$ cat src/ccpw_defs.vh
// Register map, field positions and reset values of the PWM generator
`ifndef CCPW_DEFS_VH
`define CCPW_DEFS_VH

// APB byte addresses
`define CCPW_OFS_TA_CNT   8'h00
`define CCPW_OFS_TA_PER   8'h04
`define CCPW_OFS_TA_CTL   8'h08
`define CCPW_OFS_TB_CNT   8'h0C
`define CCPW_OFS_TB_PER   8'h10
`define CCPW_OFS_TB_CTL   8'h14
`define CCPW_OFS_U4_LO    8'h18
`define CCPW_OFS_U4_SH    8'h1C
`define CCPW_OFS_U5_LO    8'h20
`define CCPW_OFS_U5_SH    8'h24
`define CCPW_OFS_U4_CTL   8'h28
`define CCPW_OFS_U5_CTL   8'h2C
`define CCPW_OFS_BANK     8'h30
`define CCPW_OFS_PIN      8'h34
`define CCPW_OFS_STAT     8'h38
// The drain config overlays the time base A count address
`define CCPW_OFS_ODC      8'h00

// Field positions
`define CCPW_TCTL_RUN     2
`define CCPW_BANK_SEL     4
`define CCPW_ODC_U4       3
`define CCPW_PIN_SEL_LSB  4

// Prescale codes
`define CCPW_PRE_1        2'b00
`define CCPW_PRE_4        2'b01

// Tick lengths in oscillator cycles, minus one
`define CCPW_LIM_1        6'h03
`define CCPW_LIM_4        6'h0F
`define CCPW_LIM_16       6'h3F

// Reset values and the PWM mode code
`define CCPW_RST_PER      8'hFF
`define CCPW_RST_PIN      8'h03
`define CCPW_PWM_MODE     2'b11

`endif

$ cat src/ccpw_timebase.v
// One 8-bit time base with prescaler, period match and postscaler
`timescale 1ns/1ps
`default_nettype none
`include "ccpw_defs.vh"

module ccpw_timebase (
    input  wire       pclk,
    input  wire       presetn,
    input  wire       run,
    input  wire [1:0] presc,
    input  wire [3:0] postsc,
    input  wire [7:0] period,
    input  wire       cnt_wr,
    input  wire [7:0] cnt_wdata,
    output reg  [7:0] count_q,
    output reg  [1:0] quarter,
    output reg        step,
    output wire       rollover,
    output wire       event_pulse
);

    reg  [5:0] fine_q;
    reg  [3:0] post_q;
    reg  [5:0] limit;
    wire       tick_end;

    ////////////////////////////////////////////////////////////////////
    // Fine count: one instruction cycle is four oscillator cycles
    // Step marks the last cycle of a quarter, so a registered clear lands on time
    always @* begin
        case (presc)
            `CCPW_PRE_1: begin
                limit   = `CCPW_LIM_1;
                quarter = fine_q[1:0];
                step    = 1'b1;
            end
            `CCPW_PRE_4: begin
                limit   = `CCPW_LIM_4;
                quarter = fine_q[3:2];
                step    = (fine_q[1:0] == 2'b11);
            end
            default: begin
                limit   = `CCPW_LIM_16;
                quarter = fine_q[5:4];
                step    = (fine_q[3:0] == 4'hF);
            end
        endcase
    end

    assign tick_end    = run & (fine_q == limit);
    assign rollover    = tick_end & (count_q == period);
    // Postscaler only thins out events; period is untouched
    assign event_pulse = rollover & (post_q == postsc);

    ////////////////////////////////////////////////////////////////////
    always @(posedge pclk or negedge presetn) begin
        if (!presetn) begin
            fine_q  <= 6'h00;
            count_q <= 8'h00;
            post_q  <= 4'h0;
        end else begin
            if (cnt_wr) begin
                fine_q  <= 6'h00;
                count_q <= cnt_wdata;
            end else if (run) begin
                fine_q <= tick_end ? 6'h00 : fine_q + 6'h01;
                if (tick_end) begin
                    count_q <= rollover ? 8'h00 : count_q + 8'h01;
                end
            end
            if (rollover) begin
                post_q <= event_pulse ? 4'h0 : post_q + 4'h1;
            end
        end
    end

endmodule

`default_nettype wire

$ cat src/ccpw_top.v
// PWM generator: APB registers, two time bases and two PWM units
//
// The address map and the APB slave port are this design's own decisions.
`timescale 1ns/1ps
`default_nettype none
`include "ccpw_defs.vh"

module ccpw_top (
    input  wire        pclk,
    input  wire        presetn,
    input  wire        psel,
    input  wire        penable,
    input  wire        pwrite,
    input  wire [7:0]  paddr,
    input  wire [31:0] pwdata,
    output reg  [31:0] prdata,
    output wire        pready,
    output reg         pslverr,
    input  wire [1:0]  pulse_output_pin_i,
    output reg  [1:0]  pulse_output_pin_o,
    output reg  [1:0]  pulse_output_pin_oe
);

    ////////////////////////////////////////////////////////////////////
    // Bus decode

    wire        setup_ph;
    wire        wr_en;
    reg  [31:0] rd_d;
    reg         err_d;

    assign pready   = 1'b1;
    assign setup_ph = psel & ~penable;
    assign wr_en    = psel & penable & pwrite;

    ////////////////////////////////////////////////////////////////////
    // Shared registers

    reg        bank_q;
    reg  [7:0] odc_q;
    reg  [7:0] pin_q;
    reg  [1:0] flag_q;
    reg  [1:0] pin_s1_q;
    reg  [1:0] pin_s2_q;

    wire [15:0] tcnt;
    wire [15:0] tper;
    wire [13:0] tctl;
    wire [3:0]  tquar;
    wire [1:0]  tstep;
    wire [1:0]  troll;
    wire [1:0]  tevt;
    wire [15:0] ulo;
    wire [15:0] ush;
    wire [11:0] uctl;
    wire [1:0]  uout;

    always @(posedge pclk or negedge presetn) begin
        if (!presetn) begin
            bank_q <= 1'b0;
            odc_q  <= 8'h00;
            pin_q  <= `CCPW_RST_PIN;
        end else if (wr_en) begin
            if (paddr == `CCPW_OFS_BANK) begin
                bank_q <= pwdata[`CCPW_BANK_SEL];
            end
            if (paddr == `CCPW_OFS_ODC && bank_q) begin
                odc_q <= {3'b000, pwdata[4:3], 3'b000};
            end
            if (paddr == `CCPW_OFS_PIN) begin
                pin_q <= {2'b00, pwdata[5:4], 2'b00, pwdata[1:0]};
            end
        end
    end

    // Postscaled timer events are sticky; a new event beats a clear
    always @(posedge pclk or negedge presetn) begin
        if (!presetn) begin
            flag_q <= 2'b00;
        end else begin
            if (wr_en && paddr == `CCPW_OFS_STAT) begin
                flag_q <= (flag_q & ~pwdata[1:0]) | tevt;
            end else begin
                flag_q <= flag_q | tevt;
            end
        end
    end

    // Pin levels come from outside, so they pass two flops
    always @(posedge pclk or negedge presetn) begin
        if (!presetn) begin
            pin_s1_q <= 2'b00;
            pin_s2_q <= 2'b00;
        end else begin
            pin_s1_q <= pulse_output_pin_i;
            pin_s2_q <= pin_s1_q;
        end
    end

    ////////////////////////////////////////////////////////////////////
    // Time bases

    genvar t;
    generate
        for (t = 0; t < 2; t = t + 1) begin : g_tb
            localparam [7:0] CNT_A = (t == 0) ? `CCPW_OFS_TA_CNT
                                              : `CCPW_OFS_TB_CNT;
            localparam [7:0] PER_A = (t == 0) ? `CCPW_OFS_TA_PER
                                              : `CCPW_OFS_TB_PER;
            localparam [7:0] CTL_A = (t == 0) ? `CCPW_OFS_TA_CTL
                                              : `CCPW_OFS_TB_CTL;

            reg  [7:0] per_q;
            reg  [6:0] ctl_q;
            wire       cnt_wr;

            // With the bank bit set the A count address is the drain config
            assign cnt_wr = wr_en && paddr == CNT_A
                            && !(t == 0 && bank_q);

            always @(posedge pclk or negedge presetn) begin
                if (!presetn) begin
                    per_q <= `CCPW_RST_PER;
                    ctl_q <= 7'h00;
                end else if (wr_en) begin
                    if (paddr == PER_A) begin
                        per_q <= pwdata[7:0];
                    end
                    if (paddr == CTL_A) begin
                        ctl_q <= pwdata[6:0];
                    end
                end
            end

            ccpw_timebase u_tb (
                .pclk        (pclk),
                .presetn     (presetn),
                .run         (ctl_q[`CCPW_TCTL_RUN]),
                .presc       (ctl_q[1:0]),
                .postsc      (ctl_q[6:3]),
                .period      (per_q),
                .cnt_wr      (cnt_wr),
                .cnt_wdata   (pwdata[7:0]),
                .count_q     (tcnt[8*t+7:8*t]),
                .quarter     (tquar[2*t+1:2*t]),
                .step        (tstep[t]),
                .rollover    (troll[t]),
                .event_pulse (tevt[t])
            );

            assign tper[8*t+7:8*t] = per_q;
            assign tctl[7*t+6:7*t] = ctl_q;
        end
    endgenerate

    ////////////////////////////////////////////////////////////////////
    // PWM units

    genvar u;
    generate
        for (u = 0; u < 2; u = u + 1) begin : g_unit
            localparam [7:0] LO_A  = (u == 0) ? `CCPW_OFS_U4_LO
                                              : `CCPW_OFS_U5_LO;
            localparam [7:0] SH_A  = (u == 0) ? `CCPW_OFS_U4_SH
                                              : `CCPW_OFS_U5_SH;
            localparam [7:0] CTL_A = (u == 0) ? `CCPW_OFS_U4_CTL
                                              : `CCPW_OFS_U5_CTL;

            reg  [7:0] lo_q;
            reg  [7:0] sh_q;
            reg  [5:0] ctl_q;
            reg  [1:0] lat_q;
            reg        out_q;
            wire       sel_b;
            wire       roll;
            wire       stp;
            wire [9:0] ext;
            wire [9:0] ext_nx;
            wire [9:0] duty_new;
            wire       pwm_on;

            // Unit picks its time base from the pin setup register
            assign sel_b  = pin_q[`CCPW_PIN_SEL_LSB + u];
            assign roll   = sel_b ? troll[1] : troll[0];
            assign stp    = sel_b ? tstep[1] : tstep[0];
            assign ext    = sel_b ? {tcnt[15:8], tquar[3:2]}
                                  : {tcnt[7:0], tquar[1:0]};
            // One quarter ahead, since the clear itself costs a register stage
            assign ext_nx = ext + 10'h001;
            assign duty_new = {lo_q, ctl_q[5:4]};
            assign pwm_on = (ctl_q[3:2] == `CCPW_PWM_MODE);

            // Software side: in PWM mode writes land in the front buffer only
            always @(posedge pclk or negedge presetn) begin
                if (!presetn) begin
                    lo_q  <= 8'h00;
                    ctl_q <= 6'h00;
                end else if (wr_en) begin
                    if (paddr == LO_A) begin
                        lo_q <= pwdata[7:0];
                    end
                    if (paddr == CTL_A) begin
                        ctl_q <= pwdata[5:0];
                    end
                end
            end

            // In PWM mode the back buffer moves only at rollover, so a period never tears
            always @(posedge pclk or negedge presetn) begin
                if (!presetn) begin
                    sh_q  <= 8'h00;
                    lat_q <= 2'b00;
                end else if (pwm_on && roll) begin
                    sh_q  <= lo_q;
                    lat_q <= ctl_q[5:4];
                end else if (wr_en && paddr == SH_A && !pwm_on) begin
                    sh_q <= pwdata[7:0];
                end
            end

            // Rollover outranks a match landing on the same cycle
            always @(posedge pclk or negedge presetn) begin
                if (!presetn) begin
                    out_q <= 1'b0;
                end else if (ctl_q == 6'h00) begin
                    out_q <= 1'b0;
                end else if (!pwm_on) begin
                    out_q <= 1'b0;
                end else if (roll) begin
                    out_q <= (duty_new != 10'h000);
                end else if (stp && ext_nx == {sh_q, lat_q}) begin
                    out_q <= 1'b0;
                end
            end

            assign ulo[8*u+7:8*u]  = lo_q;
            assign ush[8*u+7:8*u]  = sh_q;
            assign uctl[6*u+5:6*u] = ctl_q;
            assign uout[u]         = out_q;
        end
    endgenerate

    // Open drain only pulls low; a clear direction bit enables
    // Both pins in one process, so each output has a single driver
    always @(posedge pclk or negedge presetn) begin
        if (!presetn) begin
            pulse_output_pin_o  <= 2'b00;
            pulse_output_pin_oe <= 2'b00;
        end else begin
            pulse_output_pin_o  <= uout & ~odc_q[`CCPW_ODC_U4 +: 2];
            pulse_output_pin_oe <= ~pin_q[1:0] & ~(odc_q[`CCPW_ODC_U4 +: 2] & uout);
        end
    end

    ////////////////////////////////////////////////////////////////////
    // Read mux, sampled in the setup phase

    always @* begin
        rd_d  = 32'h0000_0000;
        err_d = 1'b0;
        case (paddr)
            `CCPW_OFS_TA_CNT: begin
                if (bank_q) begin
                    rd_d[7:0] = odc_q;
                end else begin
                    rd_d[7:0] = tcnt[7:0];
                end
            end
            `CCPW_OFS_TA_PER: rd_d[7:0] = tper[7:0];
            `CCPW_OFS_TA_CTL: rd_d[6:0] = tctl[6:0];
            `CCPW_OFS_TB_CNT: rd_d[7:0] = tcnt[15:8];
            `CCPW_OFS_TB_PER: rd_d[7:0] = tper[15:8];
            `CCPW_OFS_TB_CTL: rd_d[6:0] = tctl[13:7];
            `CCPW_OFS_U4_LO:  rd_d[7:0] = ulo[7:0];
            `CCPW_OFS_U4_SH:  rd_d[7:0] = ush[7:0];
            `CCPW_OFS_U5_LO:  rd_d[7:0] = ulo[15:8];
            `CCPW_OFS_U5_SH:  rd_d[7:0] = ush[15:8];
            `CCPW_OFS_U4_CTL: rd_d[5:0] = uctl[5:0];
            `CCPW_OFS_U5_CTL: rd_d[5:0] = uctl[11:6];
            `CCPW_OFS_BANK:   rd_d[`CCPW_BANK_SEL] = bank_q;
            `CCPW_OFS_PIN:    rd_d[7:0] = pin_q;
            `CCPW_OFS_STAT:   rd_d[5:0] = {uout, pin_s2_q, flag_q};
            default:          err_d = 1'b1;
        endcase
    end

    always @(posedge pclk or negedge presetn) begin
        if (!presetn) begin
            prdata  <= 32'h0000_0000;
            pslverr <= 1'b0;
        end else if (setup_ph) begin
            prdata  <= pwrite ? 32'h0000_0000 : rd_d;
            pslverr <= err_d;
        end else if (!psel) begin
            pslverr <= 1'b0;
        end
    end

endmodule

`default_nettype wire

$ cat config.mk
export PLATFORM = sky130hd
export DESIGN_NAME = ccpw_top
export DESIGN_NICKNAME = d
export VERILOG_FILES = /design/src/ccpw_timebase.v /design/src/ccpw_top.v
export VERILOG_INCLUDE_DIRS = /design/src
export SDC_FILE = /design/constraint.sdc
export NUM_CORES = 1
export LEC_CHECK = 0
export BUFFER_PORTS_ARGS = -buffer_cell sky130_fd_sc_hd__clkbuf_2
export CAP_MARGIN = 30
export CORE_MARGIN = 10
export CORE_UTILIZATION = 55
export DETAILED_ROUTE_END_ITERATION = 6
export GPL_ROUTABILITY_DRIVEN = 0
export HOLD_SLACK_MARGIN = 0.15
export PLACE_DENSITY = 0.8
export SLEW_MARGIN = 20
export SYNTH_ARGS = -nofsm -noshare
export SYNTH_HDL_FRONTEND = slang
export SYNTH_SLANG_ARGS = --single-unit
$ cat constraint.sdc
create_clock -name pclk -period 5.53 [get_ports pclk]
set_input_delay 0.8295 -clock pclk [delete_from_list [all_inputs] [get_ports pclk]]
set_output_delay 0.8295 -clock pclk [all_outputs]
set_load 0.05 [all_outputs]
## After elaboration in Yosys (flattened, before gate mapping)

Cells that the tools add are included.

- Register bits: 166
- Latch bits: 0
- RAM bits: 0
- ROM bits: 0
- Input port bits: 47
- Word-level logic and storage cells: 185
- Memories kept: 0

- Add/sub/neg operators: 8
- $mul: 0
- Divide/modulo/power cells: 0
- Magnitude comparators: 0
- Equality and inequality tests: 33
- Shift-type cells: 0
- Muxes and demuxes: 51
- Bitwise gates (word level): 20
- Reductions and logical operators: 43

Operator list:

| kind | count |
|---|---|
| $mux W8 | 14 |
| $eq A8 B6 Y1 const B | 7 |
| $pmux W4 S14 | 1 |
| $mux W6 | 6 |
| $eq A8 B5 Y1 const B | 4 |
| $reduce_and A2 Y1 | 13 |
| $pmux W6 S2 | 2 |
| $add A10 B1 Y10 const B | 2 |
| $eq A10 B10 Y1 | 2 |
| $mux W10 | 2 |
| $reduce_bool A10 Y1 | 2 |
| $add A8 B1 Y8 const B | 2 |
| $eq A8 B4 Y1 const B | 2 |
| $eq A8 B8 Y1 | 2 |
| $mux W1 | 15 |
| $pmux W1 S15 | 1 |
| $reduce_or A15 Y1 | 1 |
| $pmux W1 S14 | 1 |
| $logic_and A1 B1 Y1 | 13 |
| $add A6 B1 Y6 const B | 2 |
| $eq A6 B6 Y1 | 2 |
| $logic_not A6 Y1 | 2 |
| $reduce_bool A2 Y1 | 6 |
| $pmux W1 S10 | 1 |
| other kinds (21) | 50 |

## Logic depth before layout (Yosys ltp)

Gate-level depths: netlist of run 1.

- Depth after elaboration: 10
- Gate-level depth with buffers: 12
- Depth with buffers taken out: 11

## Modules after synthesis

A second synthesis of run 1 with hierarchy kept.

- Cells, all modules: 926
- Area, all modules: 9185.1 µm²

Modules (own cells, without submodules):

| module | times used | cells an instance | area each (µm²) | seq. area each (µm²) |
|---|---|---|---|---|
| ccpw_top | 1 | 631 | 6590.1 | 2675.1 |
| ccpw_timebase (g_tb[0].u_tb) | 1 | 148 | 1312.5 | 450.4 |
| ccpw_timebase (g_tb[1].u_tb) | 1 | 147 | 1282.5 | 450.4 |

## Worst setup path after synthesis of run 1

No wires, ideal clock.

- Path type: input-to-reg
- Start: input port paddr[1]
- End: register g_unit[1].sh_q[0]
- Data arrival time: 2.542 ns
- Path slack: 2.870 ns
- Stages on the path: 8
- Buffers on the path: 2
- Cells stage by stage: clkbuf_1 nor3_2 and2_1 buf_2 nand2_1 nor3_2 nor2_1 a21o_1

- Longest elaborated chain between the ends: 4

Ends and longest elaborated chain:

| item | RTL line | source |
|---|---|---|
| start, declared | ccpw_top.v:14 | `input wire [7:0] paddr,` |
| $eq A8 B6 Y1 | ccpw_top.v:216 | `end else if (wr_en && paddr == SH_A && !pwm_on) begin` |
| $logic_and A1 B1 Y1 (2 in series) | ccpw_top.v:216 |  |
| $reduce_bool A2 Y1 (no line) | - |  |
| end signal, assigned | ccpw_top.v:214 | `sh_q <= lo_q;` |
| end signal, assigned | ccpw_top.v:217 | `sh_q <= pwdata[7:0];` |
| end, declared | ccpw_top.v:170 | `reg [7:0] sh_q;` |

No other way between the ends.
A chain may end at the register's enable or synchronous reset.

## Final worst setup path of run 1

- Start: register g_tb[0].ctl_q[0]
- End: register g_unit[1].out_q

- Longest elaborated chain between the ends: 9
- Elaborated cells between the ends (all ways): 18

Ends and longest elaborated chain:

| item | RTL line | source |
|---|---|---|
| start, declared | ccpw_top.v:114 | `reg [6:0] ctl_q;` |
| start signal, assigned | ccpw_top.v:130 | `ctl_q <= pwdata[6:0];` |
| branches (longest 9 deep; another with $add A10 B1 Y10) | - |  |
| end signal, assigned | ccpw_top.v:230 | `out_q <= (duty_new != 10'h000);` |
| end, declared | ccpw_top.v:173 | `reg out_q;` |

Several ways; the timed one is not identified.

==> results of run 1 <==
==> where the power goes <==
part	switching [mW]	leakage (nW)	internal (mW)
Combinational	0.337	2.15	0.222
Clock	0.482	0.276	0.669
Sequential	0.169	1.79	1.10
Total	0.988	4.22	2.00
==> cell usage in the layout, fill, tap and decap left out, drive strengths merged, types with 14 or more instances in the layout <==
cell type / count
a21o: 14
a21oi: 29
and2: 21
clkbuf: 51
conb: 25
dfrtp: 124
dfstp: 18
inv: 15
mux2: 80
mux2i: 40
nand2: 82
nand3: 41
nor2: 58
nor3: 25
nor4: 15
o21ai: 49
xnor2: 31
xor2: 25
==> logic make-up after synthesis <==
kind of cell,after synthesis
xor+xnor,56
fa+ha+maj,8
mux,123
compound gates,200
buf+inv,96
other cells,2
simple gates,299
flops,142
==> synthesized netlist by cell type (20+ instances only) <==
cell type  instances
a21oi_1           28
dfrtp_1          124
buf_4             25
nand2_1           82
nand3_1           41
o21ai_0           45
mux2_2            78
nor2_1            55
clkbuf_1          47
xor2_1            25
mux2i_1           40
nor3_1            20
xnor2_1           31
==> sequential cells by signal, summed over array words and instances, names as in the netlist, 4 cells and up <==
name	count
g_tb.per_q	16
pin_q	4
g_tb.ctl_q	14
g_unit.lo_q	16
g_unit.sh_q	16
g_unit.ctl_q	12
g_tb.u_tb.post_q	8
g_unit.lat_q	4
g_tb.u_tb.count_q	16
g_tb.u_tb.fine_q	12
prdata	8
==> stage by stage <==
| stage | utilization | setup WS [ns] | instances |
|---|---|---|---|
| 6_report | 0.609 | 2.32 | 1153 |
| 5_1_grt | 0.609 | 2.19 | 1153 |
| 4_1_cts | 0.607 | 2.42 | 1150 |
| 3_5_place_dp | 0.570 | 2.17 | 1118 |
| 3_3_place_gp | 0.570 | 2.22 | 1118 |
| 2_1_floorplan | - | 2.87 | 949 |
==> layout make-up <==
type,instances,area share
inverters,9,0.00348
flip-flops and latches,142,0.368
repair buffers,43,0.0264
well taps,216,0.0278
clock inverters,15,0.0164
clock buffers,17,0.0438
multi-input cells,711,0.514
==> layer usage <==
metal	track usage	vias up	wire length, um
met5	0	-	0
met4	0.114	0	1210
met3	0.0714	105	3290
met2	0.365	580	11700
met1	0.318	3641	10500
li1	-	3351	-
==> worst max-delay path, stage by stage (launching register included) <==
cell	delay [ns]
dfrtp_1	0.48
mux2_2	0.37
mux2i_1	0.44
mux2i_1	0.22
ha_1	0.28
inv_1	0.09
a21oi_1	0.07
xnor2_1	0.14
nor4_1	0.28
o2111ai_1	0.18
nor4_1	0.37
o21ai_1	0.15
==> worst paths after layout <==
kind                                                end  slack, ns             start  cells past startpoint
worst min register to register              pin_s2_q[0]       0.35       pin_s1_q[0]                      0
worst max register to register          g_unit[1].out_q       2.32  g_tb[0].ctl_q[0]                     11
worst max-delay path                    g_unit[1].out_q       2.32  g_tb[0].ctl_q[0]                     11
min in group asynchronous       g_tb[1].u_tb.count_q[1]       0.42           presetn                      1
max in group asynchronous            g_unit[1].ctl_q[1]       3.86           presetn                      2
worst min-delay path                        pin_s2_q[0]       0.35       pin_s1_q[0]                      0
==> metrics.txt, run 1 <==
status=finished, violations left; violated checks=DRC; # fillers=1,333; TritonCTS clock tree=yes; diodes inserted=0; pwr dens=307 mW/mm2; largest family of logic cells by synthesized area=simple AND/OR/NAND/NOR gates; Final Cycle Share=0.580; largest net degree at the start of global routing=83; Cell Area, Synth=between 0.008 and 0.009 mm2; DR vias=approximately 7,700; # nets final=979; Top Ports=85; Finish-stage setup viols=0; gr ovfl total=0; initial antenna violation count=0; Overall Power=2.98 mW; vias in the first global route=7,297; register bit count reported by yosys=roughly 140; CTS Buf Count=17; max-slew violation count=0; Setup crit start kind=flip-flop; # hold bufs at CTS=0; CP Data Required Time=around 5.8 ns; Post-CTS Resized=0; P_leak=4.22 nW; GR Util All Layers=0.244; drt pass-1 iters=7; Post-synth ARST share=1.00; Syn Area/Cell=9.67 um2; Post-synth EDFFs=0; post-route minimum period=3.21 ns; Compound-Gate Fraction of Synth Area=0.159; post-synthesis adder-cell area fraction=0.0112; ranking of synthesized cells by area=dfrtp_1 35%, mux2_2 9.8%, dfstp_2 5.3%; Setup TNS Final=0 ns; Routed WL per cell=about 23 um; Max VDD drop=397 uV; sequential cell area fraction in the yosys report=0.399; Mapped Cells=926; CP Max Fanout=7; die width=148 um; Via density=6.66; Most used DFF post-synth=dfrtp_1; Sink Count=142; synth unique cells=75; full die area=0.0218 mm2; Bufs on Longest Clock Path=2; Fmax=312 MHz; final instance area=between 0.009 and 0.01 mm2; post-synth top area cell=dfrtp_1; Synth Area in XOR/XNOR=0.0548; simple-gate share of the synthesized area=0.169; mux cell area share after synthesis=0.153; CTS Root Cell=clkbuf_16; CTS clk-pin slew, worst paths=0.06 ns; Setup CP Type=flip-flop to flip-flop; Sequential Area=0.00358 mm2; Synth top area share=0.346; fraction of layout cells with a size suffix above 1=0.204; worst-margin pin slew=0.896 ns; Final ANT Viol Nets=0; HPWL Detailed=18.7 mm; first-pass GRT wire length=41.7 mm; setup bufs post-CTS=0; area of the multi-input gates=~0.0050 mm2; Max Cap Viol=0; Detailed Route Iter0 Violations=1,314; Clk Latency, worst-skew pair=0.43 ns; I/O Buffers=35; RSZ-0062 raised after global routing=no; Area after DPL=about 0.0091 mm2; crit path DAT=3.50 ns; Hold Vio Cnt, Final=0; Critical Path End Type=flip-flop; Initial Util=0.562; DRC violation count after routing=10; row cnt=46; routed wire length=26.7 mm; die span in y=148 um; Clock Skew=0.00967 ns; Syn. warnings=0; Min-Delay Path Class=flip-flop to flip-flop; normalized max-slew margin=0.403; H-tree depth=4; WHS=0.353 ns; CORE AREA=0.0159 mm2; Area growth syn-to-layout=8.49%
(Power assumes the default switching activity.)
==> run 2: changes to the inputs <==
--- a/config.mk
+++ b/config.mk
@@ -13,7 +13,7 @@
 export DETAILED_ROUTE_END_ITERATION = 6
 export GPL_ROUTABILITY_DRIVEN = 0
 export HOLD_SLACK_MARGIN = 0.15
-export PLACE_DENSITY = 0.8
+export PLACE_DENSITY = 0.83
 export SLEW_MARGIN = 20
 export SYNTH_ARGS = -nofsm -noshare
 export SYNTH_HDL_FRONTEND = slang
==> constraint.sdc (replaced) <==
create_clock -name pclk -period 2.79 [get_ports pclk]
set_input_delay 0.4185 -clock pclk [delete_from_list [all_inputs] [get_ports pclk]]
set_output_delay 0.4185 -clock pclk [all_outputs]
set_load 0.05 [all_outputs]
==> run 2 against run 1 <==
Net effect:
- the run now ends clean
- non-clock buffer count up 54
- first-iteration DRC count down 7.6%
- critical path depth down 1
- clock power up 99%
- largest cell class unchanged
==> metrics.txt, run 2 (synthesized netlist as in run 1, its figures left out) <==
CP Data Required Time=3.08 ns (was 5.83 ns); commonest non-fill, non-tap cell in the layout=dfrtp_1 (unchanged); Cell Count, Final, Fillers Out=1,208 (was 1,153); Area growth syn-to-layout=13.4% (was 8.49%); first-pass GRT wire length=43.6 mm (was 41.7 mm); placed insts=1,172 (was 1,118); post-route minimum period=2.67 ns (was 3.21 ns); max-slew violation count=0 (unchanged); Clock Skew=0.0104 ns (was 0.00967 ns); H-tree depth=4 (unchanged); Setup crit start kind=flip-flop (unchanged); DR vias=8,082 (was 7,677); CP Max Fanout=5 (was 7); Finish-stage setup viols=0 (unchanged); Clk Latency, worst-skew pair=0.43 ns (about the same); status=finished clean (was finished, violations left); DRC violation count after routing=0 (was 10); initial antenna violation count=1 (was 0); reg2reg path depth=10 (was 11); # fillers=1,278 (was 1,333); row cnt=46 (unchanged); hold path depth=2 (was 0); normalized max-slew margin=0.463 (was 0.403); CTS Root Cell=clkbuf_16 (unchanged); HPWL Detailed=19.9 mm (was 18.7 mm); CTS Buf Count=17 (unchanged); pwr dens=604 mW/mm2 (was 307 mW/mm2); Max Cap Viol=0 (unchanged); Setup CP Type=flip-flop to flip-flop (unchanged); area of the multi-input gates=0.00501 mm2 (was 0.00500 mm2); post-route setup slack=0.122 ns (was 2.32 ns); die width=148 um (unchanged); min-delay src=psel (was pin_s1_q[0]); routed wire length=27.9 mm (was 26.7 mm); Routed WL per cell=23.1 um (about the same); Hold Vio Cnt, Final=0 (unchanged); Max VDD drop=476 uV (was 397 uV); drt pass-1 iters=7 (unchanged); GR Util All Layers=0.255 (was 0.244); die span in y=148 um (unchanged); Sink Count=142 (unchanged); largest net degree at the start of global routing=59 (was 83); Setup TNS Final=0 ns (unchanged); gr ovfl total=0 (unchanged); worst-margin pin slew=0.800 ns (was 0.896 ns); worst r2r src=g_tb[0].ctl_q[0] (unchanged); WHS=0.231 ns (was 0.353 ns); flop2flop setup slack=0.12 ns (was 2.32 ns); Sequential Area=0.00358 mm2 (about the same); CTS clk-pin slew, worst paths=0.06 ns (about the same); Min-Delay Path Class=primary input to flip-flop (was flip-flop to flip-flop); Final Cycle Share=0.956 (was 0.580); crit path DAT=2.96 ns (was 3.50 ns); Fmax=375 MHz (was 312 MHz); Hold Path End=pslverr (was pin_s2_q[0]); TritonCTS clock tree=yes (unchanged); Final ANT Viol Nets=0 (unchanged); Initial Util=0.562 (unchanged); P_leak=4.49 nW (was 4.22 nW); fraction of layout cells with a size suffix above 1=0.245 (was 0.204); commonest non-fill, non-tap cells in the layout=122 x dfrtp_1, 82 x nand2_1, 78 x mux2_2 (was 124 x dfrtp_1, 82 x nand2_1, 78 x mux2_2); worst slack at placement=0.0854 ns (was 2.17 ns); setup bufs post-CTS=0 (unchanged); full die area=0.0218 mm2 (unchanged); vias in the first global route=7,622 (was 7,297); Top Ports=85 (unchanged); Critical Path End Type=flip-flop (unchanged); Detailed Route Iter0 Violations=1,214 (was 1,314); CORE AREA=0.0159 mm2 (unchanged); Via density=6.69 (was 6.66); I/O Buffers=35 (unchanged); # nets final=1,033 (was 979); Bufs on Longest Clock Path=2 (unchanged); worst flop-to-flop path endpoint=g_unit[1].out_q (unchanged)
run 2: power by group:
part	total (mW)	switching, mW	internal [mW]	leakage (nW)
registers	2.39	0.198	2.19	1.79
logic	1.46	0.886	0.570	2.42
clock network	2.29	0.886	1.40	0.277
total	6.14	1.97	4.17	4.49
run 2: critical path, stage by stage (launching register included):
cell and delay (ns):
dfrtp_2 0.40, mux2_2 0.35, mux2i_2 0.22, mux2i_1 0.16, ha_1 0.27, xor2_1 0.16, xnor2_1 0.14, nor4_1 0.28
o2111ai_1 0.20, nor4_1 0.22, o21ai_1 0.12
run 2: through the flow:
stage	total power, mW	area, um2	utilization
after global routing	6.35	10200	0.637
after global placement	3.76	9530	0.597
after CTS	6.09	10100	0.636
final	6.14	10200	0.637
after detailed placement	3.80	9530	0.597
after floorplan	3.30	9040	-
run 2: metal layers:
layer / global-route usage / wire, um / vias to the layer above / share of wire
met4: 0.133 / 1520 / 0 / 0.054
li1: - / - / 3441 / -
met5: 0 / 0 / - / 0
met2: 0.380 / 12200 / 630 / 0.44
met3: 0.0931 / 3590 / 146 / 0.13
met1: 0.318 / 10600 / 3865 / 0.38
run 2: repair_timing:
item                                   CTS  global route
setup endpoints to repair                0             1
resized for setup                        0             5
hold buffers                             3             0
endpoints found under the hold margin   50             0
run 2: worst max path at each step:
stage	slack, ns	cells past startpoint	end	startpoint
final	0.12	10	g_unit[1].out_q	g_tb[0].ctl_q[0]
after global routing	-0.04	10	g_unit[1].out_q	g_tb[0].ctl_q[0]
after CTS	0.03	11	g_unit[1].out_q	g_tb[1].ctl_q[0]
after detailed placement	0.09	11	g_unit[1].out_q	g_tb[1].ctl_q[0]
after global placement	0.18	11	g_unit[1].out_q	g_tb[1].ctl_q[0]
after floorplan	0.13	12	g_unit[1].out_q	pin_q[5]
run 2: final cells by class:
cell class	count	area share
Clock inverter	11	0.0143
Multi-Input combinational cell	711	0.493
Tap cell	216	0.0266
Clock buffer	21	0.0434
Inverter	9	0.00333
Antenna cell	1	0.000246
Timing Repair Buffer	97	0.0669
Sequential cell	142	0.352
==> run 3: changes to the inputs <==
--- a/config.mk
+++ b/config.mk
@@ -14,6 +14,7 @@
 export GPL_ROUTABILITY_DRIVEN = 0
 export HOLD_SLACK_MARGIN = 0.15
 export PLACE_DENSITY = 0.83
+export SETUP_SLACK_MARGIN = 0.3
 export SLEW_MARGIN = 20
 export SYNTH_ARGS = -nofsm -noshare
 export SYNTH_HDL_FRONTEND = slang
==> run 3 against run 2 <==
Net effect:
- the flow now finishes with violations (DRC)
- core utilization grew 2.3 points
- flip-flop and latch count is the same
- clock-buffer cell count shrank 2
- register-to-register slack gained 0.099 ns
- critical path type unchanged
==> metrics.txt, run 3 (synthesized netlist as in run 1, its figures left out) <==
gr ovfl total=0 (unchanged); commonest non-fill, non-tap cells in the layout=121 x dfrtp_1, 82 x nand2_1, 75 x mux2_2 (was 122 x dfrtp_1, 82 x nand2_1, 78 x mux2_2); Min-Delay Path Class=primary input to flip-flop (unchanged); commonest non-fill, non-tap cell in the layout=dfrtp_1 (unchanged); CP endpoint=g_unit[1].sh_q[6] (was g_unit[1].out_q); full die area=0.0218 mm2 (unchanged); Fmax=389 MHz (was 375 MHz); Critical Path End Type=flip-flop (unchanged); WP depth=10 (unchanged); Clk Latency, worst-skew pair=0.43 ns (about the same); Routed WL per cell=23.5 um (was 23.1 um); drt pass-1 iters=7 (unchanged); DRC violation count after routing=28 (was 0); # nets final=1,046 (was 1,033); TritonCTS clock tree=yes (unchanged); Detailed Route Iter0 Violations=1,608 (was 1,214); initial antenna violation count=0 (was 1); RSZ-0062 raised after global routing=yes; Worst path top cell family by delay=compound AO/OA/AOI/OAI gates (was multiplexers); DR vias=8,117 (was 8,082); Setup crit start kind=flip-flop (unchanged); die width=148 um (unchanged); H-tree depth=4 (unchanged); CP Max Fanout=5 (unchanged); Setup TNS Final=0 ns (unchanged); CP max stage delay=0.43 ns (was 0.40 ns); Top Ports=85 (unchanged); first-pass GRT wire length=44.7 mm (was 43.6 mm); HPWL Detailed=19.7 mm (was 19.9 mm); Setup CP Type=flip-flop to flip-flop (unchanged); CTS Buf Count=17 (unchanged); CTS Root Cell=clkbuf_16 (unchanged); normalized max-slew margin=0.568 (was 0.463); Clock Skew=0.00748 ns (was 0.0104 ns); CTS clk-pin slew, worst paths=0.06 ns (about the same); Area growth syn-to-layout=17.4% (was 13.4%); row cnt=46 (unchanged); Bufs and invs on worst path=3 (was 0); diodes inserted=0 (was 1); Max Cap Viol=0 (unchanged); die span in y=148 um (unchanged); pwr dens=624 mW/mm2 (was 604 mW/mm2); fraction of layout cells with a size suffix above 1=0.284 (was 0.245); Via density=6.65 (was 6.69); flop2flop setup slack=0.22 ns (was 0.12 ns); CP Cell Sequence=buf_6 -> or3_4 -> a2111oi_4 -> o2111ai_4 -> or2_4 -> a21oi_4 -> buf_12 -> buf_8 -> a22o_1 -> a21o_1 (was mux2_2 -> mux2i_2 -> mux2i_1 -> ha_1 -> xor2_1 -> xnor2_1 -> nor4_1 -> o2111ai_1 -> nor4_1 -> o21ai_1); GR Util All Layers=0.260 (was 0.255); status=finished, violations left (was finished clean); post-route setup slack=0.221 ns (was 0.122 ns); CORE AREA=0.0159 mm2 (unchanged); routed wire length=28.7 mm (was 27.9 mm); P_leak=4.62 nW (was 4.49 nW); largest net degree at the start of global routing=72 (was 59); Crit-path slowest cell=dfrtp_1 (was dfrtp_2); worst flop-to-flop path endpoint=g_unit[1].sh_q[6] (was g_unit[1].out_q); Hold Vio Cnt, Final=0 (unchanged); worst slack at placement=0.0416 ns (was 0.0854 ns); violated checks=DRC; CP Launch Point=g_tb[0].ctl_q[0] (unchanged); Max VDD drop=479 uV (was 476 uV); post-route minimum period=2.57 ns (was 2.67 ns); vias in the first global route=8,083 (was 7,622); Final Cycle Share=0.921 (was 0.956); crit path DAT=2.94 ns (was 2.96 ns); max-slew violation count=0 (unchanged); Initial Util=0.562 (unchanged); # fillers=1,203 (was 1,278); worst-margin pin slew=0.647 ns (was 0.800 ns); Sink Count=142 (unchanged); I/O Buffers=35 (unchanged); worst r2r src=g_tb[0].ctl_q[0] (unchanged); Bufs on Longest Clock Path=2 (unchanged); Final ANT Viol Nets=0 (unchanged); CP Data Required Time=3.16 ns (was 3.08 ns); reg2reg path depth=10 (unchanged); Finish-stage setup viols=0 (unchanged)
## run 3: cell types whose count changed in the layout (fill, tap and decap cells not counted), moves of 4 or more
cell | previous run | this run
buf_6 | 1 | 6
mux2_4 | 0 | 5
buf_4 | 57 | 63
mux2i_1 | 39 | 35
## run 3: repair_timing
action,in CTS,in global routing
setup endpoints to repair,23,29
pin swaps,12,18
gates resized for setup,17,39
endpoints found under the hold margin,66,0
hold buffers,3,0
cloned,1,0
buffers inserted,4,7
## run 3: cell type report
| cell class | count | area, um2 | share of cell area |
|---|---|---|---|
| Multi-Input combinational cell | 711 | 5170 | 0.492 |
| Sequential cell | 142 | 3580 | 0.340 |
| Timing Repair Buffer | 110 | 816 | 0.0776 |
| Clock buffer | 19 | 433 | 0.0412 |
| Tap cell | 216 | 270 | 0.0257 |
| Clock inverter | 13 | 213 | 0.0202 |
| Inverter | 9 | 33.8 | 0.00321 |
## run 3: per-stage QoR
stage,hold WS (ns),instance area [um2],cells,power (mW),util
4_1_cts,0.217,10300,1213,6.31,0.647
5_1_grt,0.234,10500,1220,6.78,0.660
6_report,0.226,10500,1220,6.56,0.660
3_5_place_dp,0.342,9530,1173,3.76,0.598
2_1_floorplan,0.123,9050,949,3.31,-
3_3_place_gp,0.334,9530,1173,3.71,0.598
## run 3: worst min-delay path by stage
| stage | start | end | slack (ns) | cells past startpoint |
|---|---|---|---|---|
| after floorplan | presetn | bank_q | 0.12 | 0 |
| after global placement | pin_s1_q[1] | pin_s2_q[1] | 0.33 | 0 |
| after detailed placement | pin_s1_q[0] | pin_s2_q[0] | 0.34 | 0 |
| after CTS | pwrite | prdata[4] | 0.22 | 2 |
| after global routing | pwrite | prdata[4] | 0.23 | 2 |
| final | pwrite | prdata[4] | 0.23 | 2 |
## run 3: per-layer routing
layer	vias up	GRT usage	part of all wire
li1	3476	-	-
met1	3857	0.314	0.36
met2	613	0.397	0.44
met3	171	0.100	0.14
met4	0	0.129	0.056
met5	-	0	0
## run 3: power breakdown
part	leakage, nW	total (mW)	switching (mW)	internal, mW
Combinational	2.53	1.58	0.885	0.698
Sequential	1.79	2.45	0.253	2.19
Clock	0.304	2.53	0.937	1.59
Total	4.62	6.56	2.08	4.48
